===== config.mk =====
export PLATFORM = sky130hd
export DESIGN_NAME = fanout_control_pins_los
export DESIGN_NICKNAME = d
export VERILOG_FILES = /design/src/logic/fanout_ctrl_pkg.sv /design/src/logic/fanout_control_pins_los.sv /design/src/logic/ref_monitor.sv
export SDC_FILE = /design/constraint.sdc
export NUM_CORES = 1
export LEC_CHECK = 0
export BUFFER_PORTS_ARGS = -buffer_cell sky130_fd_sc_hd__buf_2
export CORE_MARGIN = 4
export CORE_UTILIZATION = 45
export CTS_CLUSTER_DIAMETER = 200
export CTS_CLUSTER_SIZE = 8
export DETAILED_ROUTE_END_ITERATION = 10
export PLACE_DENSITY = 0.71
export SYNTH_ARGS = -nofsm -noshare
export SYNTH_HDL_FRONTEND = slang
export SYNTH_SLANG_ARGS = --single-unit

===== constraint.sdc =====
create_clock -name clk_i -period 6.5 [get_ports clk_i]
set_clock_uncertainty 0.2 [all_clocks]
set_input_delay 1.95 -clock clk_i [delete_from_list [all_inputs] [get_ports clk_i]]
set_output_delay 1.95 -clock clk_i [all_outputs]
set_load 0.05 [all_outputs]

===== src/logic/fanout_ctrl_pkg.sv =====
// Constants and types for the fanout buffer control-pin logic
package fanout_ctrl_pkg;
  localparam int unsigned NUM_OUT       = 10;  // Differential outputs
  localparam int unsigned NUM_BANK      = 2;   // Output banks
  localparam int unsigned NUM_GATE      = 4;   // Gating pins
  localparam int unsigned BANK_SIZE     = 5;   // Outputs per bank
  // Scope codes for a gating pin
  localparam logic [1:0]  SCOPE_SINGLE  = 2'h0;
  localparam logic [1:0]  SCOPE_BANK    = 2'h1;
  localparam logic [1:0]  SCOPE_GLOBAL  = 2'h2;
  // Gating timing in buffered cycles
  localparam int unsigned OFF_MIN_CYC   = 2;
  localparam int unsigned OFF_MAX_CYC   = 6;
  localparam int unsigned OFF_CYC       = 3;   // Chosen inside 2..6
  // Enable settle time and its count at 50 MHz
  localparam int unsigned ON_TIME_NS    = 20000;
  localparam int unsigned CLK_PERIOD_NS = 20;
  localparam int unsigned ON_MAX_CYC    = ON_TIME_NS / CLK_PERIOD_NS;
  localparam int unsigned ON_CYC        = 16;  // Well below the ceiling
  // Minimum reference frequency and monitor window
  localparam int unsigned FIN_MIN_MHZ   = 10;
  localparam int unsigned CLK_MHZ       = 1000 / CLK_PERIOD_NS;
  localparam int unsigned WIN_CYC       = 50;  // One microsecond window
  // Rising edges needed per window at the minimum frequency
  localparam int unsigned EDGE_MIN      = FIN_MIN_MHZ * WIN_CYC / CLK_MHZ;
  localparam int unsigned CNT_W         = 8;
  // Flag polarity codes
  localparam logic        POL_HIGH      = 1'b1;
  localparam logic        POL_LOW       = 1'b0;
  // Per-output gating state
  typedef enum logic [1:0] {
    GATE_OFF,
    GATE_WAKE,
    GATE_ON,
    GATE_STOP
  } gate_state_t;
endpackage


===== src/logic/fanout_control_pins_los.sv =====
// Control-pin logic: output gating, source select, missing-reference flag
`timescale 1ns/1ps
`default_nettype none
module fanout_control_pins_los (
  input  wire logic                                 clk_i,
  input  wire logic                                 reset_n_i,
  // Reference clocks sampled as levels
  input  wire logic                                 ref0_i,
  input  wire logic                                 ref1_i,
  input  wire logic                                 src_sel_i,
  // Gating pins, active high, and their configured scope
  // Each pin owns a 2-bit scope slice and a 4-bit target slice
  input  wire logic [fanout_ctrl_pkg::NUM_GATE-1:0] out_off_i,
  input  wire logic [2*fanout_ctrl_pkg::NUM_GATE-1:0] gate_scope_i,
  input  wire logic [4*fanout_ctrl_pkg::NUM_GATE-1:0] gate_target_i,
  input  wire logic                                 flag_pol_i,
  // Buffered clock and per-output enables
  output logic                                      clk_sel_o,
  output logic [fanout_ctrl_pkg::NUM_OUT-1:0]       out_en_o,
  output logic [fanout_ctrl_pkg::NUM_OUT-1:0]       out_p_o,
  output logic [fanout_ctrl_pkg::NUM_OUT-1:0]       out_n_o,
  output logic                                      ref_missing_flag_o
);
  // Output count, used to size the local arrays
  localparam int unsigned N = fanout_ctrl_pkg::NUM_OUT;

  logic              pol;            // Polarity caught after reset
  logic              pol_taken;      // Polarity latch done
  logic              sel_q;          // Registered source choice
  logic              ref_q;          // Selected reference, registered
  logic              ref_prev;       // Previous sample for edge detect
  logic              ref_edge;       // Rising edge of selected reference
  logic              missing;        // Monitor verdict
  logic [N-1:0]      want_on;        // Enable request per output
  // Per-output gating state and its cycle counter
  logic [7:0]        cnt [N];        // Gating timers per output
  fanout_ctrl_pkg::gate_state_t st [N];

  // Outputs covered by one gating pin's scope
  function automatic logic [N-1:0] scope_mask(input logic [1:0] scope,
                                              input logic [3:0] tgt);
    logic [N-1:0] m;
    m = '0;
    unique case (scope)
      fanout_ctrl_pkg::SCOPE_SINGLE: begin
        // Index past the last output selects nothing
        if (tgt < 4'(N)) begin
          m[tgt] = 1'b1;
        end
      end
      fanout_ctrl_pkg::SCOPE_BANK: begin
        // Bank number is the low target bit only
        for (int b = 0; b < N; b++) begin
          if (b / fanout_ctrl_pkg::BANK_SIZE == int'(tgt[0])) begin
            m[b] = 1'b1;
          end
        end
      end
      fanout_ctrl_pkg::SCOPE_GLOBAL: m = '1;
      default: m = '0;  // Unassigned pin gates nothing
    endcase
    return m;
  endfunction

  // Output drives while on and through the stop tail
  function automatic logic is_driving(
      input fanout_ctrl_pkg::gate_state_t s);
    return (s == fanout_ctrl_pkg::GATE_ON) ||
           (s == fanout_ctrl_pkg::GATE_STOP);
  endfunction

  // Any pin held high disables its scope; low enables
  // Scopes may overlap; one high pin is enough to gate
  always_comb begin
    want_on = '1;
    for (int g = 0; g < fanout_ctrl_pkg::NUM_GATE; g++) begin
      // A high pin clears every output in its scope
      if (out_off_i[g]) begin
        want_on = want_on & ~scope_mask(gate_scope_i[2*g +: 2],
                                        gate_target_i[4*g +: 4]);
      end
    end
  end

  // Polarity is a configuration level, caught once after release
  // Later changes on the pin wait for the next reset
  always_ff @(posedge clk_i or negedge reset_n_i) begin
    if (!reset_n_i) begin
      pol       <= fanout_ctrl_pkg::POL_HIGH;
      pol_taken <= 1'b0;
    end else if (!pol_taken) begin
      pol       <= flag_pol_i;
      pol_taken <= 1'b1;
    end
  end

  // Source choice; switch is immediate, so no glitch protection
  // One register feeds both the mux and the monitor restart
  always_ff @(posedge clk_i or negedge reset_n_i) begin
    if (!reset_n_i) begin
      sel_q <= 1'b0;
    end else begin
      sel_q <= src_sel_i;
    end
  end

  // Registered selected reference is the buffered clock
  // Sampling caps usable references at under half of clk
  // Both flops start low so no false edge follows reset
  always_ff @(posedge clk_i or negedge reset_n_i) begin
    if (!reset_n_i) begin
      ref_q    <= 1'b0;
      ref_prev <= 1'b0;
    end else begin
      ref_q    <= sel_q ? ref1_i : ref0_i;
      ref_prev <= ref_q;
    end
  end

  // One-cycle pulse on each rising edge of the buffered clock
  assign ref_edge = ref_q & ~ref_prev;

  // Monitor restarts on source change so it judges the new one
  // Restart fires in the cycle the pin differs from its register
  ref_monitor u_mon (
    .clk_i     (clk_i),
    .reset_n_i (reset_n_i),
    .ref_edge_i(ref_edge),
    .restart_i (sel_q != src_sel_i),
    .missing_o (missing)
  );

  // Flag follows chosen polarity; controller polls it
  // A flop, so the polled pin never glitches
  // Resets high; reads as missing until the first window verdict once pol is caught
  always_ff @(posedge clk_i or negedge reset_n_i) begin
    if (!reset_n_i) begin
      ref_missing_flag_o <= 1'b1;
    end else if (pol == fanout_ctrl_pkg::POL_HIGH) begin
      ref_missing_flag_o <= missing;
    end else begin
      ref_missing_flag_o <= ~missing;
    end
  end

  // Gating state per output, stepped on buffered-clock edges
  // Moves only on reference edges, so out_n_o pulses stay whole, but out_p_o high pulses are cut at start and stop;
  // the price is that all timing is counted in reference cycles
  always_ff @(posedge clk_i or negedge reset_n_i) begin
    if (!reset_n_i) begin
      for (int i = 0; i < N; i++) begin
        st[i]  <= fanout_ctrl_pkg::GATE_OFF;
        cnt[i] <= '0;
      end
    end else if (ref_edge) begin
      for (int i = 0; i < N; i++) begin
        unique case (st[i])
          fanout_ctrl_pkg::GATE_OFF: begin
            // Held low until an enable request arrives
            cnt[i] <= '0;
            if (want_on[i]) begin
              st[i] <= fanout_ctrl_pkg::GATE_WAKE;
            end
          end
          fanout_ctrl_pkg::GATE_WAKE: begin
            // Settle count, well under the 20 us bound
            // A dropped request during wake returns to off
            if (!want_on[i]) begin
              st[i] <= fanout_ctrl_pkg::GATE_OFF;
            end else if (cnt[i] ==
                8'(fanout_ctrl_pkg::ON_CYC - 1)) begin
              st[i]  <= fanout_ctrl_pkg::GATE_ON;
              cnt[i] <= '0;
            end else begin
              cnt[i] <= cnt[i] + 8'h01;
            end
          end
          fanout_ctrl_pkg::GATE_ON: begin
            // Full clock; a disable request starts the stop tail
            cnt[i] <= '0;
            if (!want_on[i]) begin
              st[i] <= fanout_ctrl_pkg::GATE_STOP;
            end
          end
          fanout_ctrl_pkg::GATE_STOP: begin
            // Keep driving a few cycles, then stop
            // The entry edge counts as the first of three
            if (cnt[i] == 8'(fanout_ctrl_pkg::OFF_CYC - 2)) begin
              st[i]  <= fanout_ctrl_pkg::GATE_OFF;
              cnt[i] <= '0;
            end else begin
              cnt[i] <= cnt[i] + 8'h01;
            end
          end
        endcase
      end
    end
  end

  // Driven outputs: pair halves share one enable, off holds low
  // Enable and clock halves share one register stage
  always_ff @(posedge clk_i or negedge reset_n_i) begin
    if (!reset_n_i) begin
      out_en_o  <= '0;
      out_p_o   <= '0;
      out_n_o   <= '0;
      clk_sel_o <= 1'b0;
    end else begin
      clk_sel_o <= ref_q;
      for (int i = 0; i < N; i++) begin
        out_en_o[i] <= is_driving(st[i]);
        if (is_driving(st[i])) begin
          out_p_o[i] <= ref_q;
          out_n_o[i] <= ~ref_q;
        end else begin
          out_p_o[i] <= 1'b0;
          out_n_o[i] <= 1'b0;
        end
      end
    end
  end
endmodule
`default_nettype wire


===== src/logic/ref_monitor.sv =====
// Reference activity monitor feeding the missing-reference flag
`timescale 1ns/1ps
`default_nettype none
module ref_monitor (
  input  wire logic clk_i,
  input  wire logic reset_n_i,
  input  wire logic ref_edge_i,    // One-cycle pulse per reference edge
  input  wire logic restart_i,     // Selection changed: start over
  output logic      missing_o      // High while reference is too slow
);
  logic [fanout_ctrl_pkg::CNT_W-1:0] win_cnt;   // Window position
  logic [fanout_ctrl_pkg::CNT_W-1:0] edge_cnt;  // Edges seen in window

  // Window timer; restart aligns to the new source
  always_ff @(posedge clk_i or negedge reset_n_i) begin
    if (!reset_n_i) begin
      win_cnt <= '0;
    end else if (restart_i ||
        win_cnt == fanout_ctrl_pkg::CNT_W'(fanout_ctrl_pkg::WIN_CYC - 1)) begin
      win_cnt <= '0;
    end else begin
      win_cnt <= win_cnt + fanout_ctrl_pkg::CNT_W'(1);
    end
  end

  // Edge tally, saturating so a fast clock cannot wrap
  always_ff @(posedge clk_i or negedge reset_n_i) begin
    if (!reset_n_i) begin
      edge_cnt <= '0;
    end else if (restart_i ||
        win_cnt == fanout_ctrl_pkg::CNT_W'(fanout_ctrl_pkg::WIN_CYC - 1)) begin
      edge_cnt <= '0;
    end else if (ref_edge_i && edge_cnt != '1) begin
      edge_cnt <= edge_cnt + fanout_ctrl_pkg::CNT_W'(1);
    end
  end

  // Verdict at window end; starts as missing until proven present
  always_ff @(posedge clk_i or negedge reset_n_i) begin
    if (!reset_n_i) begin
      missing_o <= 1'b1;
    end else if (win_cnt ==
        fanout_ctrl_pkg::CNT_W'(fanout_ctrl_pkg::WIN_CYC - 1)) begin
      missing_o <= (edge_cnt <
        fanout_ctrl_pkg::CNT_W'(fanout_ctrl_pkg::EDGE_MIN));
    end
  end
endmodule
`default_nettype wire


After elaboration in Yosys (flattened, before gate mapping):

Index checks and enable logic that the tools add are counted.

* bitwise logic cells: 11
* add/subtract/negate cells: 12
* div/mod/pow operators: 0
* shift-type cells: 0
* $lt $le $gt $ge: 13
* reduce and logical (&&, ||, !) cells: 61
* $mul: 0
* muxes and demuxes: 157
* equality and inequality tests: 111

Operator list (number)
* $mux 8: 33
* $pmux 8 s3: 10
* $mux 10: 12
* $pmux 10 s3: 4
* $mux 2: 50
* $add 8x1->8 const B: 12
* $eq 8x1->1 const B: 10
* $eq 8x4->1 const B: 10
* $ne 2x2->1 const B: 40
* $pmux 2 s4: 10
* $reduce_and 5->1: 10
* $eq 2x2->1 const B: 24
* $not 10->10: 4
* $mux 1: 34
* $and 10x10->10: 3
* $ne 3x3->1 const B: 10
* $eq 2x1->1 const B: 14
* $logic_not 2->1: 14
* $lt 4x5->1 const B: 4
* $reduce_and 2->1: 10
* $reduce_or 2->1: 10
* $demux 1 s4: 4
* $ge 4x1->1 const B: 4
* $lt 4x4->1 const B: 4
* other kinds (9): 25

* input port bits: 34
* bits in read-only memories: 0
* memories kept: 0
* word-level logic and storage cells: 397
* bits in registers: 153
* latch bits: 0
* memory bits (writable): 0

Depth between registers and ports, before layout:

* depth after elaboration: 17
* depth in mapped cells: 9

By module:

Synthesis repeated with hierarchy kept, for this count alone.

* cell total of the unflattened synthesis: 1009
* area total of the unflattened synthesis: 9200.1 µm²

Modules (own cells, without submodules)
* fanout_control_pins_los: times used 1, cells each 915, sequential area each 3405.8 µm², area each 8275.4 µm²
* ref_monitor: times used 1, cells each 94, sequential area each 426.7 µm², area each 924.6 µm²

Worst setup path before layout:

No wires, ideal clock.

* kind: input-to-reg
* start point: input port gate_scope_i[6] (netlist bit)
* end point: register cnt[47] (netlist bit)
* data arrival time: 3.432 ns
* setup time: 0.133 ns
* path buffers: 1
* cell stages on the path: 7
* path slack: 2.735 ns
* cells stage by stage: buf_2 -> or2_1 -> or2_2 -> a31o_2 -> o21ba_2 -> o31ai_1 -> o41ai_1

* longest elaborated chain between the ends: 8
* elaborated cells between the ends (all ways): 10
* classes of those cells: eq/ne (3); mux (3); bitwise (2); reduce/logical (2)

Ends and longest elaborated chain
* start: declaration: line fanout_control_pins_los.sv:14 `input wire logic [2*fanout_ctrl_pkg::NUM_GATE-1:0] gate_scope_i,`
* $eq 2x2->1, or another cell as far along: line fanout_control_pins_los.sv:44 `unique case (scope)`
* $pmux 10 s3 (*): line fanout_control_pins_los.sv:44
* $mux 10 (*): line fanout_control_pins_los.sv:78 `if (out_off_i[g]) begin`
* $not 10->10 (*): line fanout_control_pins_los.sv:79 `want_on = want_on & ~scope_mask(gate_scope_i[2*g +: 2],`
* $and 10x10->10 (*): line fanout_control_pins_los.sv:79
* $mux 10 (*): line fanout_control_pins_los.sv:78
* $ne 2x2->1 (no line) (*)
* $reduce_and 2->1 (no line) (*)
* end signal: indexed assignment: line fanout_control_pins_los.sv:175 `cnt[i] <= cnt[i] + 8'h01;`
* end signal: indexed assignment: line fanout_control_pins_los.sv:192 `cnt[i] <= cnt[i] + 8'h01;`
* end: declaration: line fanout_control_pins_los.sv:36 `logic [7:0] cnt [N];`

Mark *: on every way between the ends. The rest lies on a longest branch, timed or not. The select of a mux whose other input is x is not followed.
A chain may end at the register's enable or synchronous reset.

Worst setup path after layout:

* start point: input port gate_scope_i[0] (netlist bit)
* end point: register cnt[60] (netlist bit)

* longest elaborated chain between the ends: 13
* elaborated cells between the ends (all ways): 15
* classes of those cells: eq/ne (3); mux (6); bitwise (4); reduce/logical (2)

Ends and longest elaborated chain (line)
* $eq 2x2->1, or another cell as far along: fanout_control_pins_los.sv:44
* $pmux 10 s3 (*): fanout_control_pins_los.sv:44
* $mux 10 (*): fanout_control_pins_los.sv:78
* $not 10->10 (*): fanout_control_pins_los.sv:79
* $mux 10 (*): fanout_control_pins_los.sv:78
* $and 10x10->10: fanout_control_pins_los.sv:79
* $mux 10 (*): fanout_control_pins_los.sv:78
* $and 10x10->10: fanout_control_pins_los.sv:79
* $mux 10 (*): fanout_control_pins_los.sv:78
* $and 10x10->10: fanout_control_pins_los.sv:79
* $mux 10 (*): fanout_control_pins_los.sv:78
* $ne 2x2->1 (no line) (*)
* $reduce_and 2->1 (no line) (*)

Marked as above.

==> qor.txt <==
outcome: completed
Post-synth ARST share: 100%
Initial DRC Count: 647
crit end category: flip-flop
Slowest cell on crit path: and4_1
Int Pwr: 2.02 mW
CTS Sinks: 153
Slew Limit Fails: 0
Syn Area/Cell: 9.14 µm²
worst-path cell chain: buf_2, or2_1, o2111ai_1, and4_1, o21ai_4, or2_0, o31ai_1
yosys warns: 0
worst min path class: reg2reg
root buffer cell: clkbuf_16
Slew @ Worst Pin: 0.939 ns
Power Density: 335 nW/µm²
Critical Path AT: 3.93 ns
Site Rows: 51
hold path cells: 1
Nets: 1078
Ports: 66
post-route ant nets: 0
Distinct cells, synth: 79
latest clock arrival within the worst-skew pair: 0.43 ns
Fin. Hold Viols: 0
grt ovf: 0
Syn Nets: 1045
CP startpoint kind: primary input
H-tree lvl count: 4
R2R setup slack: 3.11 ns
Gate Count Post-Synth: 988
Power Total: 3.39 mW
CTS Hold Buffers Added: 0
CTS Buf Count: 17
Rel. slew slack: 37.4%
fill cell count: 1823
reg2reg start: ref_q$_DFF_PN0_
Comb pwr share: 31.1%
Flop pwr share: 39.4%
Via density: 5.91
DRT Pass-1 Iters: 5
Synth area leaders: dfrtp_1, o21ai_0, o31ai_1
Worst Path Required: 6.62 ns
DIE HEIGHT: 150 µm
Synth Register Bits: 153
drc violations: 0
Max Cap Viol: 0
maximum vdd drop: 0.000151 V
fin crit period: 3.81 ns
post_cts resized: 0
Setup Total Neg Slack: 0 ns
Hold Path Origin: cnt[55]$_DFFE_PN0P_
Final Cycle Share: 58.6%
overall routed net length: 20.7 mm
end of the worst register-to-register path: cnt[13]$_DFFE_PN0P_
critical path class: in2reg
most used flip-flop cell after synthesis: dfrtp_1
first-pass GRT wire length: 34.7 mm
leading area contributor after synthesis: dfrtp_1
vias in the first global route: 7131
core area: 19600 µm²
worst r2r path cells: 4
initial core utilization: 46.1%
largest net degree at the start of global routing: 90
full die area: 22400 µm²
clock-pin slew of the registers on the worst-case setup and hold paths: 0.06 ns
Area Overhead vs Synth: 12.0%
Clock Power Share: 29.5%
placer congestion estimate: 0.882
WL per Instance: 15.9 µm
gr usage total: 18.8%
leak pwr: 4.36 nW
initial antenna violation count: 3
switching share of power: 40.4%
worst hold slack: 0.292 ns
postcts setup bufs: 0
DP HPWL: 14.2 mm
post-layout util: 51.7%
Synth top area share: 41.6%
Worst Hold End: cnt[55]$_DFFE_PN0P_
highest clock rate: 0.263 GHz
Max clock buf depth: 2
Post-synth EDFFs: 0
IO Port Bufs: 65
final setup violation count: 0
crit-path max FO: 10
Post-Syn Area: 9030 µm²
chip width: 150 µm
layout cells sized above 1: 13.5%
slowest stage delay, CP: 0.44 ns
NetSw: 1.37 mW
CTS tree: built
Seq/Total Area, Yosys: 42.4%
RSZ-0062 raised after global routing: false
via count: 7694
[state kept, by name, indices dropped and copies added (netlist names), 8 cells and up, named ones only]
signal and count:
out_en_o 10, cnt 80, u_mon.win_cnt 8, st 10, out_p_o 10, out_n_o 10
u_mon.edge_cnt 8
[worst max-delay path by stage]
stage                    start                  end  slack [ns]
2_1_floorplan  gate_scope_i[6]  cnt[47]$_DFFE_PN0P_        2.74
3_3_place_gp   gate_scope_i[0]  cnt[63]$_DFFE_PN0P_        2.35
3_5_place_dp   gate_scope_i[0]  cnt[60]$_DFFE_PN0P_        2.23
4_1_cts        gate_scope_i[0]  cnt[60]$_DFFE_PN0P_        2.71
5_1_grt        gate_scope_i[0]  cnt[54]$_DFFE_PN0P_        2.55
6_report       gate_scope_i[0]  cnt[60]$_DFFE_PN0P_        2.69
[logic make-up after synthesis]
logic type	synth area share [%]
other	0.0415
multiplexers	1.40
XOR/XNOR	1.94
flip-flops	42.4
AO/OA/AOI/OAI	23.3
buffers and inverters	3.95
adder cells (fa/ha/maj)	3.19
AND/OR/NAND/NOR	23.8
[Yosys cell counts (4+ instances only)]
cell type and instances:
a21boi_0 7, a21o_1 5, a21oi_1 24, a22oi_1 4
a31oi_1 12, a41oi_1 4, and2_1 14, and3_1 38
and3b_1 5, buf_2 6, clkbuf_1 48, dfrtp_1 150
ha_1 23, inv_1 33, mux2_2 5, mux2i_1 7
nand2_1 56, nand2b_1 21, nand3_1 63, nand4_1 7
nor2_1 60, nor2b_1 36, nor3_1 12, nor3b_1 18
nor4_1 10, nor4bb_1 6, o211ai_1 8, o21ai_0 102
o21ai_1 4, o221ai_1 8, o22ai_1 6, o2bb2ai_1 4
o31ai_1 44, o41ai_1 35, or2_1 4, or2_2 6
or4_1 4, xnor2_1 7, xor2_1 13
[per-stage QoR]
stage,std cells,setup WS (ns),area (µm²)
4_1_cts,1299,2.71,10100
6_report,1301,2.69,10100
3_5_place_dp,1267,2.23,9520
5_1_grt,1300,2.55,10100
2_1_floorplan,988,2.74,9030
3_3_place_gp,1267,2.35,9520
[layer usage]
metal	vias to the layer above	track usage [%]	wire, µm
li1	3763	-	-
met1	3741	24.8	9360
met2	155	30.8	9960
met3	31	4.15	977
met4	4	6.59	403
met5	-	0	18
[cell usage in the layout (no fill, tap or decap), types with 10 or more instances in the layout]
cell type  count
a21oi_1       24
a31oi_1       12
and2_1        14
and3_1        38
buf_2         64
clkbuf_16     17
dfrtp_1      150
ha_1          23
inv_1         33
nand2_1       56
nand2b_1      20
nand3_1       63
nor2_1        60
nor2b_1       35
nor3_1        12
nor3b_1       18
nor4_1        10
o21ai_0      102
o31ai_1       44
o41ai_1       35
xor2_1        13
[worst max-delay path, delay by kind of cell]
kind / cells / cell delay [ns]
AND/OR/NAND/NOR: 3 / 1.12
AO/OA/AOI/OAI: 3 / 0.72
buffers and inverters: 1 / 0.12
[power by group through the flow]
stage	clock, mW	sequential [mW]	combinational (mW)
2_1_floorplan	0	1.41	0.729
3_3_place_gp	0	1.34	1.03
3_5_place_dp	0	1.35	1.04
4_1_cts	1.02	1.34	1.05
5_1_grt	1.06	1.37	1.18
6_report	1.00	1.34	1.05
[cell type report]
cell class                 instances  area, µm²  area share, %
inverter                          33        124           1.22
antenna                            2       5.00         0.0495
tap                              265        332           3.28
clock inverter                    15        170           1.68
sequential                       153       3830           37.9
timing repair buffer              71        377           3.72
clock buffer                      17        425           4.20
multi-input combinational        745       4850           48.0
Power figures use the tool's default switching activity.
